[src/rtl/lfb_pkg.sv]
// package for the lcd frame, blink and scroll control block
// assumes an 8-bit special-function register port and tick strobes from the lcd clock tree
package lfb_pkg;

	// special-function register addresses
	localparam logic [7:0] LFB_CLK_ADDR      = 8'h96;
	localparam logic [7:0] LFB_SCR_ADDR      = 8'hb1;
	localparam logic [7:0] LFB_CLK_RESET     = 8'h00;
	localparam logic [7:0] LFB_SCR_RESET     = 8'h00;

	// lcd_scroll_screen_control fields
	localparam int         LFB_SCR_AUTO      = 7;
	localparam int         LFB_SCR_INV       = 6;
	localparam int         LFB_SCR_SEL_LO    = 2;
	localparam int         LFB_SCR_DONE      = 1;
	localparam int         LFB_SCR_FREEZE    = 0;

	// lcd_blink_and_frame_clock fields
	localparam int         LFB_CLK_BSRC_LO   = 6;
	localparam int         LFB_CLK_BRATE_LO  = 4;
	localparam int         LFB_CLK_FD_LO     = 0;

	// blink_source codes
	localparam logic [1:0] LFB_BSRC_SW_OFF   = 2'h0;
	localparam logic [1:0] LFB_BSRC_SW_ON    = 2'h1;
	localparam logic [1:0] LFB_BSRC_FIXED    = 2'h2;

	// common_mux_level codes
	localparam logic [1:0] LFB_MUX_3X        = 2'h2;
	localparam logic [1:0] LFB_MUX_4X        = 2'h3;

	// blink pacing, counted in ticks of the slow lcd clock
	localparam int         LFB_SLOW_HZ       = 128;
	localparam int         LFB_FIXED_HZ      = 2;
	localparam logic [8:0] LFB_HALF_1HZ      = 9'(LFB_SLOW_HZ / 2);
	localparam logic [8:0] LFB_HALF_FIXED    = 9'(LFB_SLOW_HZ / (2 * LFB_FIXED_HZ));

	typedef struct packed {
		logic [1:0] screen;
		logic       blank;
		logic       invert;
	} lfb_disp_t;

	typedef enum logic [1:0] {UPD_RUN, UPD_FROZEN, UPD_PENDING} lfb_upd_t;

	// source ticks per drive period for each clock source, mux level and divider code
	function automatic logic [7:0] lfb_drive_div(input logic slow, input logic [1:0] mux,
			input logic [3:0] fd);
		logic wide;
		wide = (mux == LFB_MUX_3X) || (mux == LFB_MUX_4X);
		if (slow) begin
			if (fd == 4'h0)
				lfb_drive_div = 8'h02;
			else if (fd == 4'hf)
				lfb_drive_div = 8'h01;
			else if (wide)
				lfb_drive_div = 8'h04;
			else if (fd == 4'h1)
				lfb_drive_div = 8'h04;
			else if (fd == 4'h2)
				lfb_drive_div = 8'h06;
			else
				lfb_drive_div = 8'h08;
		end else if (fd == 4'h0) begin
			lfb_drive_div = wide ? 8'h40 : 8'h80;
		end else if (wide && fd == 4'h1) begin
			lfb_drive_div = (mux == LFB_MUX_3X) ? 8'h06 : 8'h04;
		end else if (wide && fd == 4'h2) begin
			lfb_drive_div = 8'h06;
		end else begin
			lfb_drive_div = wide ? {3'h0, fd, 1'b0} + 8'h02 : {2'h0, fd, 2'h0} + 8'h04;
		end
	endfunction : lfb_drive_div

	// drive periods per frame
	function automatic logic [2:0] lfb_frame_div(input logic [1:0] mux);
		case (mux)
			LFB_MUX_3X: lfb_frame_div = 3'h3;
			LFB_MUX_4X: lfb_frame_div = 3'h4;
			default:    lfb_frame_div = 3'h2;
		endcase
	endfunction : lfb_frame_div

endpackage : lfb_pkg

[src/rtl/lfb_rate_div.sv]
// drive-frequency and frame-rate divider
// assumes src_tick is a one-cycle strobe of the chosen lcd clock source
`timescale 1ns/1ps
module lfb_rate_div
	import lfb_pkg::*;
(
	// clock and control
	input  wire logic       mclk,
	input  wire logic       rst_n,
	input  wire logic       ce,
	// divider setting
	input  wire logic       src_tick,
	input  wire logic [7:0] drive_div,
	input  wire logic [2:0] frame_div,
	// timing strobes
	output logic            drive_tick,
	output logic            frame_start
);

	logic [7:0] drv_cnt;
	logic [2:0] frm_cnt;
	logic [7:0] next_drv_cnt;
	logic [2:0] next_frm_cnt;
	logic       next_drive_tick;
	logic       next_frame_start;

	always_comb begin
		next_drv_cnt     = drv_cnt;
		next_frm_cnt     = frm_cnt;
		next_drive_tick  = 1'b0;
		next_frame_start = 1'b0;
		if (src_tick) begin
			if (drv_cnt >= drive_div - 8'h01) begin
				next_drv_cnt    = 8'h00;
				next_drive_tick = 1'b1;
				if (frm_cnt >= frame_div - 3'h1) begin
					next_frm_cnt     = 3'h0;
					next_frame_start = 1'b1;
				end else begin
					next_frm_cnt = frm_cnt + 3'h1;
				end
			end else begin
				next_drv_cnt = drv_cnt + 8'h01;
			end
		end
	end

	always_ff @(posedge mclk) begin
		if (!rst_n) begin
			drv_cnt     <= 8'h00;
			frm_cnt     <= 3'h0;
			drive_tick  <= 1'b0;
			frame_start <= 1'b0;
		end else if (ce) begin
			drv_cnt     <= next_drv_cnt;
			frm_cnt     <= next_frm_cnt;
			drive_tick  <= next_drive_tick;
			frame_start <= next_frame_start;
		end
	end

	frame_on_drive_a: assert property (@(posedge mclk) disable iff (!rst_n)
		frame_start |-> drive_tick)
		else $error("frame start without drive tick");

	drive_wrap_a: assert property (@(posedge mclk) disable iff (!rst_n)
		(ce && src_tick && drv_cnt >= drive_div - 8'h01) |=> (drive_tick && drv_cnt == 8'h00))
		else $error("drive divider did not wrap");

endmodule : lfb_rate_div

[src/rtl/lfb_blink_tmr.sv]
// blink and scroll pacing timer
// assumes slow_tick is a one-cycle strobe of the 128 Hz lcd clock
`timescale 1ns/1ps
module lfb_blink_tmr
	import lfb_pkg::*;
(
	// clock and control
	input  wire logic       mclk,
	input  wire logic       rst_n,
	input  wire logic       ce,
	// pacing
	input  wire logic       slow_tick,
	input  wire logic [8:0] half_len,
	// results
	output logic            phase,
	output logic            period_end
);

	logic [8:0] cnt;
	logic [8:0] next_cnt;
	logic       next_phase;
	logic       next_period_end;

	always_comb begin
		next_cnt        = cnt;
		next_phase      = phase;
		next_period_end = 1'b0;
		if (slow_tick) begin
			// one half period per phase, so a full blink takes two
			if (cnt >= half_len - 9'h001) begin
				next_cnt        = 9'h000;
				next_phase      = !phase;
				next_period_end = phase;
			end else begin
				next_cnt = cnt + 9'h001;
			end
		end
	end

	always_ff @(posedge mclk) begin
		if (!rst_n) begin
			cnt        <= 9'h000;
			phase      <= 1'b0;
			period_end <= 1'b0;
		end else if (ce) begin
			cnt        <= next_cnt;
			phase      <= next_phase;
			period_end <= next_period_end;
		end
	end

	period_phase_a: assert property (@(posedge mclk) disable iff (!rst_n)
		period_end |-> !phase)
		else $error("period end while phase high");

	half_toggle_a: assert property (@(posedge mclk) disable iff (!rst_n)
		(ce && slow_tick && cnt >= half_len - 9'h001) |=> (phase != $past(phase)))
		else $error("phase did not toggle at half period");

endmodule : lfb_blink_tmr

[src/rtl/lfb_ctrl.sv]
// lcd frame, blink and scroll control: registers, update handshake, presentation
// assumes a byte-wide special-function register port and tick strobes from the lcd clock tree
`timescale 1ns/1ps
module lfb_ctrl
	import lfb_pkg::*;
(
	// clock and control
	input  wire logic       mclk,
	input  wire logic       rst_n,
	input  wire logic       ce,
	// special-function register port
	input  wire logic [7:0] sfr_addr,
	input  wire logic [7:0] sfr_wdata,
	input  wire logic       sfr_wr,
	input  wire logic       sfr_rd,
	output logic      [7:0] sfr_rdata,
	// settings held in the main lcd configuration register
	input  wire logic       blink_on,
	input  wire logic       lcd_clock_source,
	input  wire logic [1:0] common_mux_level,
	// lcd clock source strobes
	input  wire logic       tick_2048,
	input  wire logic       tick_128,
	// display side
	output lfb_disp_t       disp,
	output logic            display_load,
	output logic            drive_tick,
	output logic            frame_start
);

	logic [7:0] clk_reg;
	logic       scr_auto;
	logic       scr_inv;
	logic [1:0] scr_sel;
	logic       scr_done;
	logic       scr_freeze;
	logic       invert;
	logic       blank;
	logic       step_pend;
	lfb_upd_t   upd_state;

	logic [7:0] next_clk_reg;
	logic       next_scr_auto;
	logic       next_scr_inv;
	logic [1:0] next_scr_sel;
	logic       next_scr_done;
	logic       next_scr_freeze;
	logic       next_invert;
	logic       next_blank;
	logic       next_step_pend;
	logic       next_display_load;
	logic [7:0] next_sfr_rdata;
	lfb_upd_t   next_upd_state;

	logic       wr_clk;
	logic       wr_scr;
	logic [1:0] blink_src;
	logic [1:0] blink_rate;
	logic [8:0] half_len;
	logic       blink_phase;
	logic       blink_period_end;
	logic       src_tick;

	assign wr_clk     = sfr_wr && sfr_addr == LFB_CLK_ADDR;
	assign wr_scr     = sfr_wr && sfr_addr == LFB_SCR_ADDR;
	assign blink_src  = clk_reg[LFB_CLK_BSRC_LO +: 2];
	assign blink_rate = clk_reg[LFB_CLK_BRATE_LO +: 2];
	assign src_tick   = lcd_clock_source ? tick_128 : tick_2048;

	assign half_len = (!scr_auto && blink_src == LFB_BSRC_FIXED) ? LFB_HALF_FIXED :
		9'(LFB_HALF_1HZ * ({7'h00, blink_rate} + 9'h001));

	lfb_rate_div u_rate (
		.mclk        (mclk),
		.rst_n       (rst_n),
		.ce          (ce),
		.src_tick    (src_tick),
		.drive_div   (lfb_drive_div(lcd_clock_source, common_mux_level,
			clk_reg[LFB_CLK_FD_LO +: 4])),
		.frame_div   (lfb_frame_div(common_mux_level)),
		.drive_tick  (drive_tick),
		.frame_start (frame_start)
	);

	lfb_blink_tmr u_blink (
		.mclk       (mclk),
		.rst_n      (rst_n),
		.ce         (ce),
		.slow_tick  (tick_128),
		.half_len   (half_len),
		.phase      (blink_phase),
		.period_end (blink_period_end)
	);

	// register file and read port
	always_comb begin
		next_clk_reg    = clk_reg;
		next_scr_auto   = scr_auto;
		next_scr_inv    = scr_inv;
		next_scr_sel    = scr_sel;
		next_scr_freeze = scr_freeze;
		next_scr_done   = scr_done;
		next_sfr_rdata  = sfr_rdata;
		if (wr_clk)
			next_clk_reg = sfr_wdata;
		if (wr_scr) begin
			next_scr_auto   = sfr_wdata[LFB_SCR_AUTO];
			next_scr_inv    = sfr_wdata[LFB_SCR_INV];
			next_scr_freeze = sfr_wdata[LFB_SCR_FREEZE];
			if (!sfr_wdata[LFB_SCR_DONE])
				next_scr_done = 1'b0;
		end
		if (scr_auto && frame_start && (step_pend || blink_period_end))
			next_scr_sel = scr_sel + 2'h1;
		if (wr_scr)
			next_scr_sel = sfr_wdata[LFB_SCR_SEL_LO +: 2];
		// hardware set wins over a software clear
		if (next_display_load)
			next_scr_done = 1'b1;
		if (sfr_rd) begin
			case (sfr_addr)
				LFB_CLK_ADDR: next_sfr_rdata = clk_reg;
				// reserved bits 5:4 read as zero
				LFB_SCR_ADDR: next_sfr_rdata = {scr_auto, scr_inv, 2'h0, scr_sel, scr_done,
					scr_freeze};
				default:      next_sfr_rdata = 8'h00;
			endcase
		end
	end

	// update handshake with display memory writes
	always_comb begin
		next_upd_state    = upd_state;
		next_display_load = 1'b0;
		case (upd_state)
			UPD_RUN: begin
				if (scr_freeze)
					next_upd_state = UPD_FROZEN;
				else if (frame_start)
					next_display_load = 1'b1;
			end
			UPD_FROZEN: begin
				if (!scr_freeze)
					next_upd_state = UPD_PENDING;
			end
			UPD_PENDING: begin
				if (scr_freeze) begin
					next_upd_state = UPD_FROZEN;
				end else if (frame_start) begin
					next_display_load = 1'b1;
					next_upd_state    = UPD_RUN;
				end
			end
			default: next_upd_state = UPD_RUN;
		endcase
	end

	// presentation: scroll pacing, blink blanking, frame inversion
	always_comb begin
		next_step_pend = step_pend;
		if (!scr_auto || frame_start)
			next_step_pend = 1'b0;
		else if (blink_period_end)
			next_step_pend = 1'b1;
		if (!scr_inv)
			next_invert = 1'b0;
		else if (frame_start)
			next_invert = !invert;
		else
			next_invert = invert;
		// scrolling suppresses blinking
		if (!blink_on || scr_auto) begin
			next_blank = 1'b0;
		end else begin
			case (blink_src)
				LFB_BSRC_SW_OFF: next_blank = 1'b1;
				LFB_BSRC_SW_ON:  next_blank = 1'b0;
				default:         next_blank = blink_phase;
			endcase
		end
	end

	always_ff @(posedge mclk) begin
		if (!rst_n) begin
			clk_reg      <= LFB_CLK_RESET;
			scr_auto     <= LFB_SCR_RESET[LFB_SCR_AUTO];
			scr_inv      <= LFB_SCR_RESET[LFB_SCR_INV];
			scr_sel      <= LFB_SCR_RESET[LFB_SCR_SEL_LO +: 2];
			scr_done     <= LFB_SCR_RESET[LFB_SCR_DONE];
			scr_freeze   <= LFB_SCR_RESET[LFB_SCR_FREEZE];
			sfr_rdata    <= 8'h00;
			upd_state    <= UPD_RUN;
			display_load <= 1'b0;
			step_pend    <= 1'b0;
			invert       <= 1'b0;
			blank        <= 1'b0;
		end else if (ce) begin
			clk_reg      <= next_clk_reg;
			scr_auto     <= next_scr_auto;
			scr_inv      <= next_scr_inv;
			scr_sel      <= next_scr_sel;
			scr_done     <= next_scr_done;
			scr_freeze   <= next_scr_freeze;
			sfr_rdata    <= next_sfr_rdata;
			upd_state    <= next_upd_state;
			display_load <= next_display_load;
			step_pend    <= next_step_pend;
			invert       <= next_invert;
			blank        <= next_blank;
		end
	end

	assign disp = '{screen: scr_sel, blank: blank, invert: invert};

	scroll_step_a: assert property (@(posedge mclk) disable iff (!rst_n)
		(ce && scr_auto && frame_start && step_pend && !wr_scr) |=> scr_sel == $past(scr_sel) + 2'h1)
		else $error("auto scroll did not advance screen");

	scroll_hold_a: assert property (@(posedge mclk) disable iff (!rst_n)
		(ce && !frame_start && !wr_scr) |=> scr_sel == $past(scr_sel))
		else $error("screen changed outside frame boundary");

	scroll_noblink_a: assert property (@(posedge mclk) disable iff (!rst_n)
		(ce && scr_auto) |=> !blank)
		else $error("blinking while scrolling");

	invert_alt_a: assert property (@(posedge mclk) disable iff (!rst_n)
		(ce && scr_inv && frame_start) |=> invert != $past(invert))
		else $error("frame inversion did not alternate");

	no_invert_a: assert property (@(posedge mclk) disable iff (!rst_n)
		(ce && !scr_inv) |=> !invert)
		else $error("inverted frame while inversion off");

	screen_write_a: assert property (@(posedge mclk) disable iff (!rst_n)
		(ce && wr_scr) |=> disp.screen == $past(sfr_wdata[3:2]))
		else $error("written screen index not shown");

	done_flag_a: assert property (@(posedge mclk) disable iff (!rst_n)
		display_load |-> scr_done)
		else $error("update done flag missing after load");

	freeze_hold_a: assert property (@(posedge mclk) disable iff (!rst_n)
		(ce && scr_freeze) |=> !display_load)
		else $error("display loaded while frozen");

	unfreeze_load_a: assert property (@(posedge mclk) disable iff (!rst_n)
		(ce && upd_state == UPD_PENDING && !scr_freeze && frame_start) |=> display_load)
		else $error("no load at frame after unfreeze");

	blink_off_a: assert property (@(posedge mclk) disable iff (!rst_n)
		(ce && blink_on && !scr_auto && blink_src == LFB_BSRC_SW_OFF) |=> blank)
		else $error("display not blanked in software-off blink");

	blink_phase_a: assert property (@(posedge mclk) disable iff (!rst_n)
		(ce && blink_on && !scr_auto && blink_src[1]) |=> blank == $past(blink_phase))
		else $error("blank does not follow blink phase");

	freeze_write_a: assert property (@(posedge mclk) disable iff (!rst_n)
		(ce && wr_scr) |=> scr_freeze == $past(sfr_wdata[LFB_SCR_FREEZE]))
		else $error("freeze bit not taken from write");

	done_clear_a: assert property (@(posedge mclk) disable iff (!rst_n)
		(ce && wr_scr && !sfr_wdata[LFB_SCR_DONE] && !next_display_load) |=> !scr_done)
		else $error("update done flag not cleared by write");

	clk_read_a: assert property (@(posedge mclk) disable iff (!rst_n)
		(ce && sfr_rd && sfr_addr == LFB_CLK_ADDR) |=> sfr_rdata == $past(clk_reg))
		else $error("clock register read back wrong");

	freeze_c: cover property (@(posedge mclk) disable iff (!rst_n)
		scr_freeze && frame_start);

	scroll_wrap_c: cover property (@(posedge mclk) disable iff (!rst_n)
		scr_auto && scr_sel == 2'h3 ##[1:1000] scr_sel == 2'h0);

	unfreeze_c: cover property (@(posedge mclk) disable iff (!rst_n)
		upd_state == UPD_PENDING ##[1:300] display_load);

	blink_c: cover property (@(posedge mclk) disable iff (!rst_n)
		blink_on && !scr_auto && $rose(blank));

endmodule : lfb_ctrl

[config.mk]
export PLATFORM = sky130hd
export DESIGN_NAME = lfb_ctrl
export DESIGN_NICKNAME = d
export VERILOG_FILES = /design/src/rtl/lfb_pkg.sv /design/src/rtl/lfb_rate_div.sv /design/src/rtl/lfb_blink_tmr.sv /design/src/rtl/lfb_ctrl.sv
export SDC_FILE = /design/constraint.sdc
export NUM_CORES = 1
export LEC_CHECK = 0
export BUFFER_PORTS_ARGS = -buffer_cell sky130_fd_sc_hd__buf_2
export CAP_MARGIN = 10
export CORE_ASPECT_RATIO = 1.4
export CORE_UTILIZATION = 41
export CTS_BUF_LIST = sky130_fd_sc_hd__clkbuf_4 sky130_fd_sc_hd__clkbuf_8
export DETAILED_ROUTE_END_ITERATION = 10
export GPL_ROUTABILITY_DRIVEN = 0
export GPL_TIMING_DRIVEN = 0
export SLEW_MARGIN = 20
export SYNTH_ARGS = -nofsm -noshare
export SYNTH_HDL_FRONTEND = slang
export SYNTH_HIERARCHICAL = 1
export SYNTH_SLANG_ARGS = --single-unit
[constraint.sdc]
create_clock -name mclk -period 3 [get_ports mclk]
set_input_delay 0.45 -clock mclk [delete_from_list [all_inputs] [get_ports mclk]]
set_output_delay 0.45 -clock mclk [all_outputs]
set_load 0.01 [all_outputs]
==> reports/qor.csv <==
metric;value;unit
status;finished with violations;
failed_checks;setup timing;
die_h;111.1;µm
cap_violations;0;
dr.pass1.iters;4;
finalPower;1.364;mW
dieArea;8880;µm²
cts_root_buf;clkbuf_8;
synth_simple_gate_area_share;26.20;%
cts.path.max_buffers;2;
pwr_density_cell;318.0;nW/µm²
fin_worst_skew;0.007862;ns
start_util;42.52;%
ios;42;
top_layer_used;met4;
hold_class;primary input to flop;
regMostFlops;u_blink/cnt;
async_flop_share;0;%
grt_max_degree;18;
setup_viol;2;
cp-end-kind;flop;
yosys.cell_types.count;62;
yosysTopAreaCellShare;29.86;%
core_area;8198;µm²
htreeDepth;2;
synth_top_family_by_area;simple AND/OR/NAND/NOR gates;
cts_sinks;52;
synth-seq-area-share;29.86;%
avgSynthCellArea;8.502;µm²
hold_buffers;0;
synth_xor_area_share;6.784;%
clk_pin_slew;0.11;ns
leakage;1.748;nW
route.met2.wl;4.365;mm
crit_type;flop to flop;
synthCells;410;
cts_buffers;5;
largest_reg_flops;9;
netlist_top_cells_area;dfxtp_1 (30%), ha_1 (11%), mux2i_1 (4.6%), nand2_1 (4.2%), xnor2_1 (4.0%);
synth_compound_area_share;15.94;%
ir_drop;0.2000;mV
hpwl;5.950;mm
fin_crit;3.012;ns
row_count;39;
fin_nets;544;
synth-edff-count;0;
worst_skew_pair.late_latency;0.31;ns
synth_area_leader_cell;dfxtp_1;
cp-start-kind;flop;
hold_viol;0;
max_freq;332.0;MHz
synthAdderAreaFrac;11.13;%
fin_crit_sh;100.4;%
wl_met3;178;µm
ys_seq_elements;52;
grt-ovfl-total;0;
drt-met1-wl;3.307;mm
vias_per_cell;5.226;
synthMuxAreaShare;4.917;%
detail-route-antenna-nets;0;
required;3.24;ns
yosys_most_used_dff;dfxtp_1;
rsz0062_at_grt;yes;
crit_arrival;3.25;ns
area_growth;23.04;%
port_buffers;41;
n_antenna_cell;0;
nFillCells;785;
layout_commonest_cell;dfxtp_1;
drcViolationCount;0;
grt_usage;18.47;%
drive_above_1_share;24.64;%
netlist_area;3486;µm²
fin_util;52.32;%
ys_warn_count;6;
drtIter0Drc;87;
grt_pass1_wl;13.26;mm
timing.final.ws_setup;-0.01230;ns
cts_tree;yes;
crit_fanout;5;
grt_pass1_vias;3001;
antenna_found_initial;0;
final_cell_mix;dfxtp_1 (50), buf_2 (44), nand2_1 (38);
drv_slew;0;
num_vias;3078;
wl_per_cell;13.53;µm
die_x;79.93;µm
wirelength;7.967;mm
## repair_timing
action	in CTS	in global routing
resized for setup	27	18
setup buffers	8	3
endpoints found under the setup margin	18	19
pin swaps	18	15
## metrics by stage
stage / hold WS (ns) / setup TNS (ns) / instances / worst slack, ns / area [µm²]
CTS: 0.4043 / -1.256 / 586 / -0.1307 / 4163
global route: 0.4070 / -2.412 / 589 / -0.2215 / 4289
floorplan: 0.4523 / 0 / 427 / 0.03578 / 3561
global placement: 0.4639 / -3.390 / 570 / -0.2993 / 3894
finish: 0.4012 / -0.01559 / 589 / -0.01230 / 4289
detailed placement: 0.4731 / -4.089 / 570 / -0.3581 / 3894
## cells by family after synthesis
kind of cell,count (synthesis)
compound gates,80
flops,52
mux,17
other cells,1
simple gates,167
fa+ha+maj,31
xor+xnor,27
buf+inv,35
## synth_stat cells (all sizes together), types with 10 or more instances
library cell	n
buf	12
nor2	30
mux2i	16
o21ai	20
nor3	10
nand3	20
xnor2	16
xor2	11
dfxtp	52
inv	18
nor2b	21
a21oi	20
nand2	39
ha	31
## power breakdown
group	switching, mW	internal, mW
Sequential	0.00467	0.692
Combinational	0.0937	0.0747
Clock	0.245	0.253
Total	0.344	1.02
## worst paths after layout
kind | from | end | slack (ns) | cells past startpoint
setup / recovery | clk_reg[1] | u_rate/frm_cnt[2] | -0.01 | 17
hold / removal | sfr_wdata[4] | clk_reg[4] | 0.40 | 3
setup reg to reg | clk_reg[1] | u_rate/frm_cnt[2] | -0.01 | 17
hold reg to reg | u_rate/drive_tick | u_rate/drive_tick | 0.49 | 2
## critical path: stages, from the launching register on
cell,delay [ns]
dfxtp_4,0.39
inv_4,0.08
ha_4,0.13
nor3b_4,0.27
nor3b_2,0.09
o21ai_1,0.14
o211ai_1,0.15
nor2_2,0.16
nand3_2,0.10
nor4_2,0.17
xnor2_1,0.15
ha_1,0.27
a21oi_2,0.19
o21a_1,0.15
o21ai_2,0.07
buf_4,0.15
a31o_4,0.22
o21ai_1,0.06
## routing by layer
layer  global-route usage (%)  vias up
met5                        0        -
met4                    4.881        0
met3                    2.634        8
met2                    34.99       52
met1                    20.82     1446
li1                         -     1572
## final cells by class
type	count	area [µm²]	share of cell area, %
flip-flops and latches	52	1049	24.45
well taps	102	127.6	2.975
plain buffers	17	108.9	2.538
clock buffers	5	68.82	1.604
clock inverters	3	46.29	1.079
multi-input cells	340	2516	58.66
repair buffers	52	300.3	7.001
inverters	18	72.57	1.692
Power figures use the tool's default switching activity.
